===== src/verilog/fan_drive_pkg.sv =====
package fan_drive_pkg;
  // Clock rate
  localparam int unsigned clk_hz = 100_000_000;
  // Output switching rate, Hz
  localparam int unsigned out_pwm_hz = 30_000;
  localparam int unsigned out_pwm_cycles = clk_hz / out_pwm_hz;
  localparam int out_pwm_width = 12;
  // Slowest command: 1 kHz, period 1 ms
  localparam int unsigned cmd_min_hz = 1_000;
  localparam int unsigned cmd_max_hz = 100_000;
  localparam int unsigned cmd_max_period_cycles = clk_hz / cmd_min_hz;
  localparam int period_width = 18;
  // Stop threshold in percent
  localparam int unsigned stop_percent = 5;
  // Consecutive periods agreeing before a stop or start decision
  localparam int unsigned filter_periods = 3;
  // Brake wait, ms (plain default, no figure given)
  localparam int unsigned brake_wait_ms = 500;
  localparam int unsigned brake_wait_cycles = brake_wait_ms * (clk_hz / 1000);
  // Commutation step period, cycles (plain default)
  localparam int unsigned step_cycles = 20_000;
  // Duty resolution
  localparam int duty_width = 8;
  localparam logic [7:0] duty_full = 8'hFF;
  typedef enum logic [1:0] {idle_type_v, wait_v, run_v} dummy_type;
endpackage


===== src/verilog/drive_if.sv =====
`timescale 1ns/10ps
interface drive_if;
  logic [7:0] amplitude;
  logic enable;
  logic [11:0] carrier;
  modport ctrl (output amplitude, output enable, input carrier);
  modport pwm (input amplitude, input enable, output carrier);
endinterface


===== src/verilog/out_pwm_gen.sv =====
`timescale 1ns/10ps
module out_pwm_gen (
  input wire logic mclk,
  input wire logic nrst,
  drive_if.pwm bus
);
  logic [11:0] count;
  localparam logic [11:0] last = 12'(fan_drive_pkg::out_pwm_cycles - 1);

  // Free running carrier, ignores command edges
  always_ff @(posedge mclk or negedge nrst) begin
    if (!nrst) begin
      count <= 12'h000;
    end else if (count == last) begin // [RULE8] [RULE9]
      count <= 12'h000;
    end else begin
      count <= count + 12'h001;
    end
  end
  assign bus.carrier = count;
endmodule


===== src/verilog/bldc_pwm_speed_control.sv =====
`timescale 1ns/10ps
// Behaviour
// [RULE1] Command held high gives full speed drive.
// [RULE2] Command held low floats all three phases.
// [RULE3] Drive amplitude follows measured command duty.
// [RULE4] Duty below 5% stops drive; restart only above 5%.
// [RULE5] Stop without standby needs full brake wait before restart.
// [RULE6] Brake wait starts when duty falls below 5%.
// [RULE7] Duty decoded correctly for command rates 1 kHz to 100 kHz.
// [RULE8] Output transistors switch at fixed 30 kHz.
// [RULE9] Output switching free running, unsynchronised to command.
// [RULE10] Host never leaves command floating; pull-up acceptable.
// [RULE11] Tach divide select high gives tach at one third rate.
// [RULE12] Regulation target select: low normal, high low-load.
// [RULE13] Start strength low scales amplitude by duty; high fixes 100%.
// [RULE14] Direction select low forward, high reverse.
// [RULE15] Direction latched only at power-on or leaving standby.
// [RULE16] Forward order a,b,c; reverse order c,b,a.
// [RULE17] Duty measured each period; stop and start decisions filtered.
// [RULE18] Phases float after reset until valid duty above threshold.
module bldc_pwm_speed_control #(
  parameter int unsigned brake_wait = fan_drive_pkg::brake_wait_cycles,
  parameter int unsigned step_len = fan_drive_pkg::step_cycles
) (
  input wire logic mclk,
  input wire logic nrst,
  input wire logic speed_command,
  input wire logic tach_divide_select,
  input wire logic regulation_target_select,
  input wire logic start_strength_select,
  input wire logic direction_select,
  output logic phase_a_output,
  output logic phase_a_oe,
  output logic phase_b_output,
  output logic phase_b_oe,
  output logic phase_c_output,
  output logic phase_c_oe,
  output logic speed_tach_output,
  output logic low_load_regulation,
  output logic reverse_rotation,
  output logic running
);
  typedef enum {st_off, st_brake, st_start, st_run} state_type;
  localparam int pw = fan_drive_pkg::period_width;
  localparam logic [pw-1:0] max_period =
    pw'(fan_drive_pkg::cmd_max_period_cycles);

  drive_if dbus ();
  out_pwm_gen u_pwm (.mclk(mclk), .nrst(nrst), .bus(dbus));

  ////////////////////////////////////////////////////////////////////////////
  // Duty measurement
  logic cmd_d;
  logic [pw-1:0] period_cnt;
  logic [pw-1:0] high_cnt;
  logic [7:0] duty;
  logic period_done;
  logic stuck;

  function automatic logic [7:0] duty_of(input logic [pw-1:0] hi,
                                         input logic [pw-1:0] per);
    logic [pw+7:0] num;
    num = {hi, 8'h00} - {8'h00, hi};
    duty_of = (per == '0) ? 8'h00 : 8'(num / {8'h00, per});
  endfunction
  assign period_done = speed_command && !cmd_d;
  assign stuck = (period_cnt == max_period);
  always_ff @(posedge mclk or negedge nrst) begin
    if (!nrst) begin
      cmd_d <= 1'b0;
      period_cnt <= '0;
      high_cnt <= '0;
      duty <= 8'h00;
    end else begin
      cmd_d <= speed_command;
      if (period_done) begin // [RULE17] [RULE7]
        duty <= duty_of(high_cnt, period_cnt);
        period_cnt <= pw'(1);
        high_cnt <= pw'(1);
      end else if (stuck) begin // [RULE1] [RULE2]
        duty <= speed_command ? fan_drive_pkg::duty_full : 8'h00;
        period_cnt <= '0;
        high_cnt <= '0;
      end else begin
        period_cnt <= period_cnt + pw'(1);
        high_cnt <= high_cnt + pw'(speed_command);
      end
    end
  end

  ////////////////////////////////////////////////////////////////////////////
  // Threshold filter
  localparam logic [7:0] thresh =
    8'((fan_drive_pkg::stop_percent * 255 + 99) / 100);
  logic [1:0] above_cnt;
  logic [1:0] below_cnt;
  logic duty_ok;
  logic new_sample;

  always_ff @(posedge mclk or negedge nrst) begin
    if (!nrst) begin
      new_sample <= 1'b0;
    end else begin
      new_sample <= period_done || stuck;
    end
  end

  always_ff @(posedge mclk or negedge nrst) begin
    if (!nrst) begin
      above_cnt <= 2'h0;
      below_cnt <= 2'h0;
      duty_ok <= 1'b0;
    end else if (new_sample) begin // [RULE17]
      if (duty > thresh) begin
        below_cnt <= 2'h0;
        if (above_cnt == 2'(fan_drive_pkg::filter_periods - 1)) begin
          duty_ok <= 1'b1;
        end else begin
          above_cnt <= above_cnt + 2'h1;
        end
      end else begin
        above_cnt <= 2'h0;
        if (below_cnt == 2'(fan_drive_pkg::filter_periods - 1)) begin
          duty_ok <= 1'b0;
        end else begin
          below_cnt <= below_cnt + 2'h1;
        end
      end
    end
  end

  ////////////////////////////////////////////////////////////////////////////
  // Run control
  state_type state;
  logic [31:0] wait_cnt;
  logic standby;
  logic [2:0] step_idx;
  assign standby = (duty == 8'h00);
  always_ff @(posedge mclk or negedge nrst) begin
    if (!nrst) begin
      state <= st_off; // [RULE18]
      wait_cnt <= 32'h0;
    end else begin
      unique case (state)
        st_off: begin
          if (duty_ok) begin
            state <= st_start;
          end
        end
        st_brake: begin
          wait_cnt <= wait_cnt + 32'h1;
          if (standby) begin
            state <= st_off;
          end else if (duty_ok && wait_cnt >= brake_wait - 1) begin // [RULE5]
            state <= st_start;
          end
        end
        st_start, st_run: begin
          if (!duty_ok) begin // [RULE4] [RULE6]
            state <= st_brake;
            wait_cnt <= 32'h0;
          end else if (state == st_start && step_idx == 3'h5) begin
            state <= st_run;
          end
        end
      endcase
    end
  end

  // Direction captured on leaving standby or off
  always_ff @(posedge mclk or negedge nrst) begin
    if (!nrst) begin
      reverse_rotation <= 1'b0;
    end else if (state == st_off && duty_ok) begin // [RULE15] [RULE14]
      reverse_rotation <= direction_select;
    end
  end

  always_ff @(posedge mclk or negedge nrst) begin
    if (!nrst) begin
      low_load_regulation <= 1'b0;
      running <= 1'b0;
    end else begin
      low_load_regulation <= regulation_target_select; // [RULE12]
      running <= (state == st_start) || (state == st_run);
    end
  end

  ////////////////////////////////////////////////////////////////////////////
  // Commutation
  logic [31:0] step_cnt;
  logic [1:0] tach_div;
  logic step_tick;
  assign step_tick = running && (step_cnt >= step_len - 1);
  always_ff @(posedge mclk or negedge nrst) begin
    if (!nrst) begin
      step_cnt <= 32'h0;
      step_idx <= 3'h0;
    end else if (!running) begin
      step_cnt <= 32'h0;
      step_idx <= 3'h0;
    end else if (step_tick) begin
      step_cnt <= 32'h0;
      step_idx <= (step_idx == 3'h5) ? 3'h0 : step_idx + 3'h1;
    end else begin
      step_cnt <= step_cnt + 32'h1;
    end
  end

  // Tach toggles at steps 2 and 5: twice per electrical cycle undivided, on every third such step when divided
  always_ff @(posedge mclk or negedge nrst) begin
    if (!nrst) begin
      speed_tach_output <= 1'b0;
      tach_div <= 2'h0;
    end else if (step_tick && (step_idx == 3'h2 || step_idx == 3'h5)) begin
      if (!tach_divide_select) begin // [RULE11]
        speed_tach_output <= !speed_tach_output;
      end else if (tach_div == 2'h2) begin
        tach_div <= 2'h0;
        speed_tach_output <= !speed_tach_output;
      end else begin
        tach_div <= tach_div + 2'h1;
      end
    end
  end

  // Amplitude: full in strong start, else duty
  assign dbus.amplitude = (state == st_start && start_strength_select) ?
    fan_drive_pkg::duty_full : duty; // [RULE13] [RULE3]
  assign dbus.enable = running;
  logic pwm_on;
  // Carrier scaled by 255 so full amplitude keeps the high side on
  assign pwm_on = ((20'(dbus.carrier) * 20'h000FF) <
    (20'(dbus.amplitude) * 20'(fan_drive_pkg::out_pwm_cycles)));
  // Six step pattern: per phase high, low, or floating
  logic [2:0] hi_sel;
  logic [2:0] lo_sel;
  always_comb begin
    hi_sel = 3'b000;
    lo_sel = 3'b000;
    unique case (step_idx)
      3'h0: begin hi_sel = 3'b001; lo_sel = 3'b010; end
      3'h1: begin hi_sel = 3'b001; lo_sel = 3'b100; end
      3'h2: begin hi_sel = 3'b010; lo_sel = 3'b100; end
      3'h3: begin hi_sel = 3'b010; lo_sel = 3'b001; end
      3'h4: begin hi_sel = 3'b100; lo_sel = 3'b001; end
      default: begin hi_sel = 3'b100; lo_sel = 3'b010; end
    endcase
    if (reverse_rotation) begin // [RULE16]
      hi_sel = {hi_sel[0], hi_sel[1], hi_sel[2]};
      lo_sel = {lo_sel[0], lo_sel[1], lo_sel[2]};
    end
  end

  always_ff @(posedge mclk or negedge nrst) begin
    if (!nrst) begin
      {phase_a_oe, phase_b_oe, phase_c_oe} <= 3'b000;
      {phase_a_output, phase_b_output, phase_c_output} <= 3'b000;
    end else if (!dbus.enable) begin // [RULE2] [RULE4]
      {phase_a_oe, phase_b_oe, phase_c_oe} <= 3'b000;
      {phase_a_output, phase_b_output, phase_c_output} <= 3'b000;
    end else begin
      {phase_c_oe, phase_b_oe, phase_a_oe} <= hi_sel | lo_sel;
      {phase_c_output, phase_b_output, phase_a_output} <=
        pwm_on ? hi_sel : 3'b000; // [RULE1] [RULE8]
    end
  end
endmodule


===== config.mk =====
export PLATFORM = sky130hd
export DESIGN_NAME = bldc_pwm_speed_control
export DESIGN_NICKNAME = d
export VERILOG_FILES = /design/src/verilog/fan_drive_pkg.sv /design/src/verilog/drive_if.sv /design/src/verilog/out_pwm_gen.sv /design/src/verilog/bldc_pwm_speed_control.sv
export SDC_FILE = /design/constraint.sdc
export NUM_CORES = 2
export LEC_CHECK = 0
export ABC_CLOCK_PERIOD_IN_PS = 110800
export BUFFER_PORTS_ARGS = -buffer_cell sky130_fd_sc_hd__buf_4
export CELL_PAD_IN_SITES_DETAIL_PLACEMENT = 1
export CELL_PAD_IN_SITES_GLOBAL_PLACEMENT = 2
export CORE_ASPECT_RATIO = 1.75
export CORE_UTILIZATION = 44
export DETAILED_ROUTE_END_ITERATION = 10
export HOLD_SLACK_MARGIN = 0.12
export PLACE_DENSITY_LB_ADDON = 0.1
export SYNTH_ARGS = -nofsm -noshare
export SYNTH_HDL_FRONTEND = slang
export SYNTH_SLANG_ARGS = --single-unit
export TNS_END_PERCENT = 30

===== constraint.sdc =====
create_clock -name mclk -period 110.8 [get_ports mclk]
set_clock_uncertainty 0.2 [all_clocks]
set_input_delay 5.54 -clock mclk [delete_from_list [all_inputs] [get_ports mclk]]
set_output_delay 5.54 -clock mclk [all_outputs]
set_load 0.01 [all_outputs]

### After elaboration in Yosys (flattened, before gate mapping)

Index checks and enable logic that the tools add are counted.

| storage, ports and cells | value |
|---|---|
| input port bits | 7 |
| bits in registers | 174 |
| word-level logic and storage cells | 142 |
| output and inout port bits | 10 |

| cells by class | value |
|---|---|
| reductions and logical operators | 32 |
| muxes and demuxes | 44 |
| multiply operators | 2 |
| order comparisons | 4 |
| add/subtract/negate cells | 10 |
| bitwise operators | 1 |
| eq/ne operators | 24 |
| div/mod/pow operators | 1 |

Operator list:

| operator | count |
|---|---|
| 32-bit 2-to-1 mux | 8 |
| 32-bit one-hot mux with 3 select lines | 1 |
| 18-bit 2-to-1 mux | 4 |
| 32-bit by 1-bit adder with 32-bit output, second input constant | 2 |
| 32-bit by 2-bit equality test with 1-bit output, second input constant | 2 |
| 32-bit by 3-bit equality test with 1-bit output, second input constant | 2 |
| 32-bit logical NOT | 2 |
| 32-bit one-hot mux with 2 select lines | 1 |
| 8-bit 2-to-1 mux | 5 |
| 32-bit by 1-bit equality test with 1-bit output, second input constant | 1 |
| 32-bit by 15-bit greater-or-equal comparator with 1-bit output, second input constant | 1 |
| 32-bit by 26-bit greater-or-equal comparator with 1-bit output, second input constant | 1 |
| 26-bit by 18-bit divider with 26-bit output | 1 |
| 26-bit by 18-bit subtractor with 26-bit output | 1 |
| 20-bit < comparator | 1 |
| 12-bit by 8-bit multiplier with 20-bit output, second input constant | 1 |
| 8-bit by 12-bit multiplier with 20-bit output, second input constant | 1 |
| 18-bit by 1-bit adder with 18-bit output | 1 |
| 18-bit by 1-bit adder with 18-bit output, second input constant | 1 |
| 18-bit by 17-bit equality test with 1-bit output, second input constant | 1 |
| 18-bit logical NOT | 1 |
| 3-bit 2-to-1 mux | 6 |
| 12-bit by 1-bit adder with 12-bit output, second input constant | 1 |
| 12-bit equality test, second input constant | 1 |
| other kinds (24) | 71 |

### Depth between registers and ports, before layout

| logic depth | value |
|---|---|
| depth in word-level cells | 7 |
| depth in mapped cells | 310 |
| depth with buffers taken out | 289 |

### Modules after synthesis

From an unflattened synthesis, not the netlist that was laid out.

| second synthesis, totals | value |
|---|---|
| cells, all modules | 3561 |
| area total of the unflattened synthesis | 27830.4 um^2 |

By module, submodules not included:

| module | instances | area each (um^2) | seq. area each (um^2) | cells an instance |
|---|---|---|---|---|
| bldc_pwm_speed_control | 1 | 27239.9 | 3303.2 | 3506 |
| out_pwm_gen | 1 | 590.6 | 300.3 | 55 |

### Worst setup path before layout

No wires, ideal clock.

| path | value |
|---|---|
| path kind | register to register |
| start point | register high_cnt[10] |
| end point | register duty[0] |
| buffers on the path | 23 |
| cell stages (with the launch flop) | 289 |
| clock period less this slack | 58.606 ns |
| setup time | 0.131 ns |
| required time | 110.469 ns |
| arrival | 58.275 ns |
| path slack | 52.194 ns |
| cells stage by stage | dfrtp_1 clkbuf_1 inv_1 ha_1 clkbuf_1 a211o_1 a21oi_1 or2_2 and4_1 nor2_1 inv_1 ha_1 o211ai_1 nor2_1 nor2_1 a21oi_1 ha_1 o21a_1 (+253 left out) o21ai_0 nand2b_1 a21oi_1 nor2b_1 o21ai_0 nand2b_1 a21oi_1 nor2_1 a211oi_1 o21ai_0 a21o_1 nand2_1 a21boi_0 o21ai_0 nor4bb_1 o211ai_1 o31ai_1 nand3_1 |

| on the way | value |
|---|---|
| cells in the longest elaborated chain, start to end | 4 |

Ends and longest elaborated chain:

| element | line | RTL |
|---|---|---|
| from (decl) | bldc_pwm_speed_control.sv:55 | `logic [pw-1:0] high_cnt;` |
| from (signal assigned) | bldc_pwm_speed_control.sv:79 | `high_cnt <= pw'(1);` |
| from (signal assigned) | bldc_pwm_speed_control.sv:86 | `high_cnt <= high_cnt + pw'(speed_command);` |
| 26-bit by 18-bit subtractor with 26-bit output | bldc_pwm_speed_control.sv:63 | `num = {hi, 8'h00} - {8'h00, hi};` |
| 26-bit by 18-bit divider with 26-bit output | bldc_pwm_speed_control.sv:64 | `duty_of = (per == '0) ? 8'h00 : 8'(num / {8'h00, per});` |
| 8-bit 2-to-1 mux | bldc_pwm_speed_control.sv:64 |  |
| 8-bit 2-to-1 mux | bldc_pwm_speed_control.sv:76 | `if (period_done) begin` |
| to (signal assigned) | bldc_pwm_speed_control.sv:77 | `duty <= duty_of(high_cnt, period_cnt);` |
| to (signal assigned) | bldc_pwm_speed_control.sv:81 | `duty <= speed_command ? fan_drive_pkg::duty_full : 8'h00;` |
| to (decl) | bldc_pwm_speed_control.sv:56 | `logic [7:0] duty;` |

Every way passes these cells.
A chain may end at the register's enable or synchronous reset.

### Worst setup path after layout

| path | value |
|---|---|
| start point | register high_cnt[6] |
| end point | register duty[0] |

The elaborated chain is that of the path after synthesis.

==> run_results.csv <==
group,metric,value,unit
run_status,status,"finished, final reports clean",
routing,via_count,28300,
routing,routed_wirelength,104,mm
synthesis,synth_compound_area_share,24.4,%
clock_network,cts-resized-gates,0,
floorplan,die_h,340,microns
routing,wl_met2,56.0,mm
sta,rsz0062_at_grt,"no",
synthesis,syn_avg_cell_area,7.80,sq um
synthesis,synth-edff-count,0,
sta,fmax,14.3,MHz
clock_network,cts_setup_buffers,0,
routing,dr.max_layer_used,"met4",
worst_setup_path,critPathArrivalTime,70310,ps
cells_and_area,nets,4220,
floorplan,io_pins,17,
clock_network,clock_sinks,144,
cells_and_area,drive_gt1_share,7.20,%
floorplan,die_w,195,microns
global_routing,grt_pass1_wl,165,mm
placement,hpwlAfterDp,85.7,mm
floorplan,num_rows,123,
synthesis,synth_seq_area_share,12.5,%
synthesis,yosys.area_share.simple,21.9,%
clock_network,numCtsBuffers,17,
global_routing,grt_max_degree,84,
global_routing,antenna_found_initial,0,
sta,slew_headroom,19.5,%
clock_network,root_buffer,"clkbuf_16",
worst_setup_path,worstPathRequired,110960,ps
worst_setup_path,r2r_slack,40650,ps
clock_network,cts_tree,"built",
worst_setup_path,rr_worst_depth,275,
job,drv_cap,0,
hold_path,holdPathStages,1,
sta,post-route-period-util,63.3,%
worst_setup_path,critPathKind,"reg2reg",
routing,initialDrtViolationCount,1069,
sta,tns,0,ps
sta,maxSlewViolCount,0,
hold_path,min_to,"speed_tach_output$_DFFE_PN0P_",
global_routing,grt_pass1_vias,30900,
global_routing,grt-ovfl-total,0,
clock_network,ctsHoldBuffers,0,
routing,antenna_left,0,
routing,wl_met3,2.26,mm
global_routing,grt_usage,31.6,%
worst_setup_path,timing.rr.start,"high_cnt[6]$_DFF_PN0_",
clock_network,cts.clk_slew.worst_paths,80,ps
sta,period_minus_slack,70150,ps
clock_network,clock_latency,480,ps
cells_and_area,final_cell_mix,"ha_1 (464), nor2_1 (396), nand2_1 (284)",
floorplan,coreArea,64500,sq um
worst_setup_path,crit_slowest_cell,"o21ai_0",
routing,wl_per_cell,23.1,microns
clock_network,cts_buffer_depth,2,
synthesis,synth_async_sr_flop_share,100,%
routing,m1WireLength,38.3,mm
synthesis,synth_mux_area_share,4.49,%
worst_setup_path,path_common_cell,"o21a_1",
synthesis,synthFlopType,"dfrtp_1",
synthesis,synth_fa_ha_area_share,24.0,%
worst_setup_path,start_kind,"flip-flop",
worst_setup_path,cp_max_fo,25,
placement,gp_congestion,0.963,
synthesis,synth_top_family_by_area,"compound AO/OA/AOI/OAI gates",
synthesis,synth_cell_types,113,
routing,via_per_inst,6.26,
worst_setup_path,endpoint_kind,"flip-flop",
hold_path,hold_start,"speed_tach_output$_DFFE_PN0P_",
clock_network,cts_max_level,4,
cells_and_area,final_common_cell,"ha_1",
cells_and_area,multi_input_area,24000,sq um
hold_path,min_path_type,"reg2reg",
synthesis,synth_xor_area_share,8.49,%
cells_and_area,regArea,3600,sq um
sta,setup_viol,0,
synthesis,synth-seq-cells,144,
routing,post-route-drc-count,0,
cells_and_area,num-fill-cells,8076,
synthesis,syn-cell-area,28800,sq um
cells_and_area,area.growth.synth_to_final,5.84,%
sta,hold_violations,0,
worst_setup_path,cpPeakStageDelay,960,ps
floorplan,initial_core_util,44.6,%
sta,worst_slew_pin_slew,1190,ps
synthesis,syn_inst,3690,
placement,port_buffers,16,
floorplan,dieArea,66500,sq um
cells_and_area,antenna_cells,0,
routing,drt_first_pass_iters,5,
worst_setup_path,timing.rr.end,"duty[0]$_DFFE_PN0P_",
synthesis,ys_warn_count,0,
registers in the layout (all words and copies together) (netlist names), 2 cells and up:
signal and flops:
above_cnt 2, u_pwm.bus.carrier 12, state 2, below_cnt 2
period_cnt 18, step_cnt 32, tach_div 2, high_cnt 18
wait_cnt 32, duty 8, step_idx 3
worst max-delay path: cells and delay by family (launching register included):
| kind | cells | cell delay, ps |
|---|---|---|
| AND/OR/NAND/NOR | 72 | 15500 |
| buffers and inverters | 12 | 2140 |
| multiplexers | 4 | 1390 |
| adder cells (fa/ha/maj) | 27 | 8950 |
| flip-flops | 1 | 520 |
| AO/OA/AOI/OAI | 160 | 41170 |
cell type report:
class	instances	share of cell area, %
Clock buffer	19	1.49
Clock inverter	12	0.406
Inverter	235	2.89
Multi-Input combinational cell	3248	78.9
Sequential cell	144	11.8
Tap cell	812	3.33
Timing Repair Buffer	48	1.19
synth_stat cells, drive strengths merged (10+ instances only):
cell	n	area share (%)
nand4	36	0.80
a31o	11	0.33
nor4	32	0.85
o21a	140	3.7
xnor2	175	5.3
or4	14	0.37
or3	46	1.0
and4	10	0.31
o21bai	30	0.78
a211oi	43	1.2
inv	234	3.1
xor2	104	3.2
a211o	10	0.30
ha	464	20
nor2	397	5.2
a21boi	35	0.94
o22ai	11	0.24
o211ai	42	1.2
a31oi	36	0.78
mux2i	17	0.59
or2	27	0.59
a21o	69	1.8
nor2b	35	0.76
nand2b	46	1.0
nor3	134	2.4
buf	23	0.43
clkbuf	56	0.73
nand2	285	3.7
mux2	99	3.9
fa	55	3.8
dfrtp	144	13
o2111ai	10	0.33
o21ai	185	3.2
and3	28	0.61
o31ai	53	1.4
and2	36	0.79
nand3	104	1.9
a21oi	250	4.4
cells by family (layout without fill, tap and decap cells):
group | Yosys count | count (layout)
and+or+nand+nor | 1278 | 1278
AOI/OAI and AO/OA | 1039 | 1039
adders and majority gates | 519 | 519
buffers and inverters | 314 | 314
xor gates and xnor gates | 279 | 279
DFF | 144 | 144
muxes | 116 | 116
other | 1 | 17
metrics by stage:
step / setup WS [ps] / area, sq um / utilization [%] / hold slack [ps] / instances
2_1_floorplan: 52190 / 28900 / - / 254 / 3706
3_3_place_gp: 43930 / 29900 / 46.4 / 259 / 4487
3_5_place_dp: 41570 / 29900 / 46.4 / 276 / 4487
4_1_cts: 41310 / 30500 / 47.3 / 290 / 4518
5_1_grt: 35040 / 30500 / 47.3 / 329 / 4518
6_report: 40650 / 30500 / 47.3 / 283 / 4518
layer usage:
metal / track usage, % / vias up
li1: - / 13500
met1: 31.1 / 14000
met2: 61.0 / 506
met3: 2.82 / 338
met4: 22.5 / 0
met5: 0 / -
how the worst max path moves through the flow:
stage | startpoint | endpoint | slack, ps | depth (start not counted)
3_5_place_dp | high_cnt[6]$_DFF_PN0_ | duty[0]$_DFFE_PN0P_ | 41570 | 275
5_1_grt | high_cnt[6]$_DFF_PN0_ | duty[0]$_DFFE_PN0P_ | 35040 | 277
6_report | high_cnt[6]$_DFF_PN0_ | duty[0]$_DFFE_PN0P_ | 40650 | 275
2_1_floorplan | high_cnt[10]$_DFF_PN0_ | duty[0]$_DFFE_PN0P_ | 52190 | 288
4_1_cts | high_cnt[6]$_DFF_PN0_ | duty[0]$_DFFE_PN0P_ | 41310 | 275
3_3_place_gp | high_cnt[6]$_DFF_PN0_ | duty[0]$_DFFE_PN0P_ | 43930 | 277
Power is left out: the tool's default activity adds up to more than one toggle a clock period on the data nets, which glitch-free logic cannot reach.
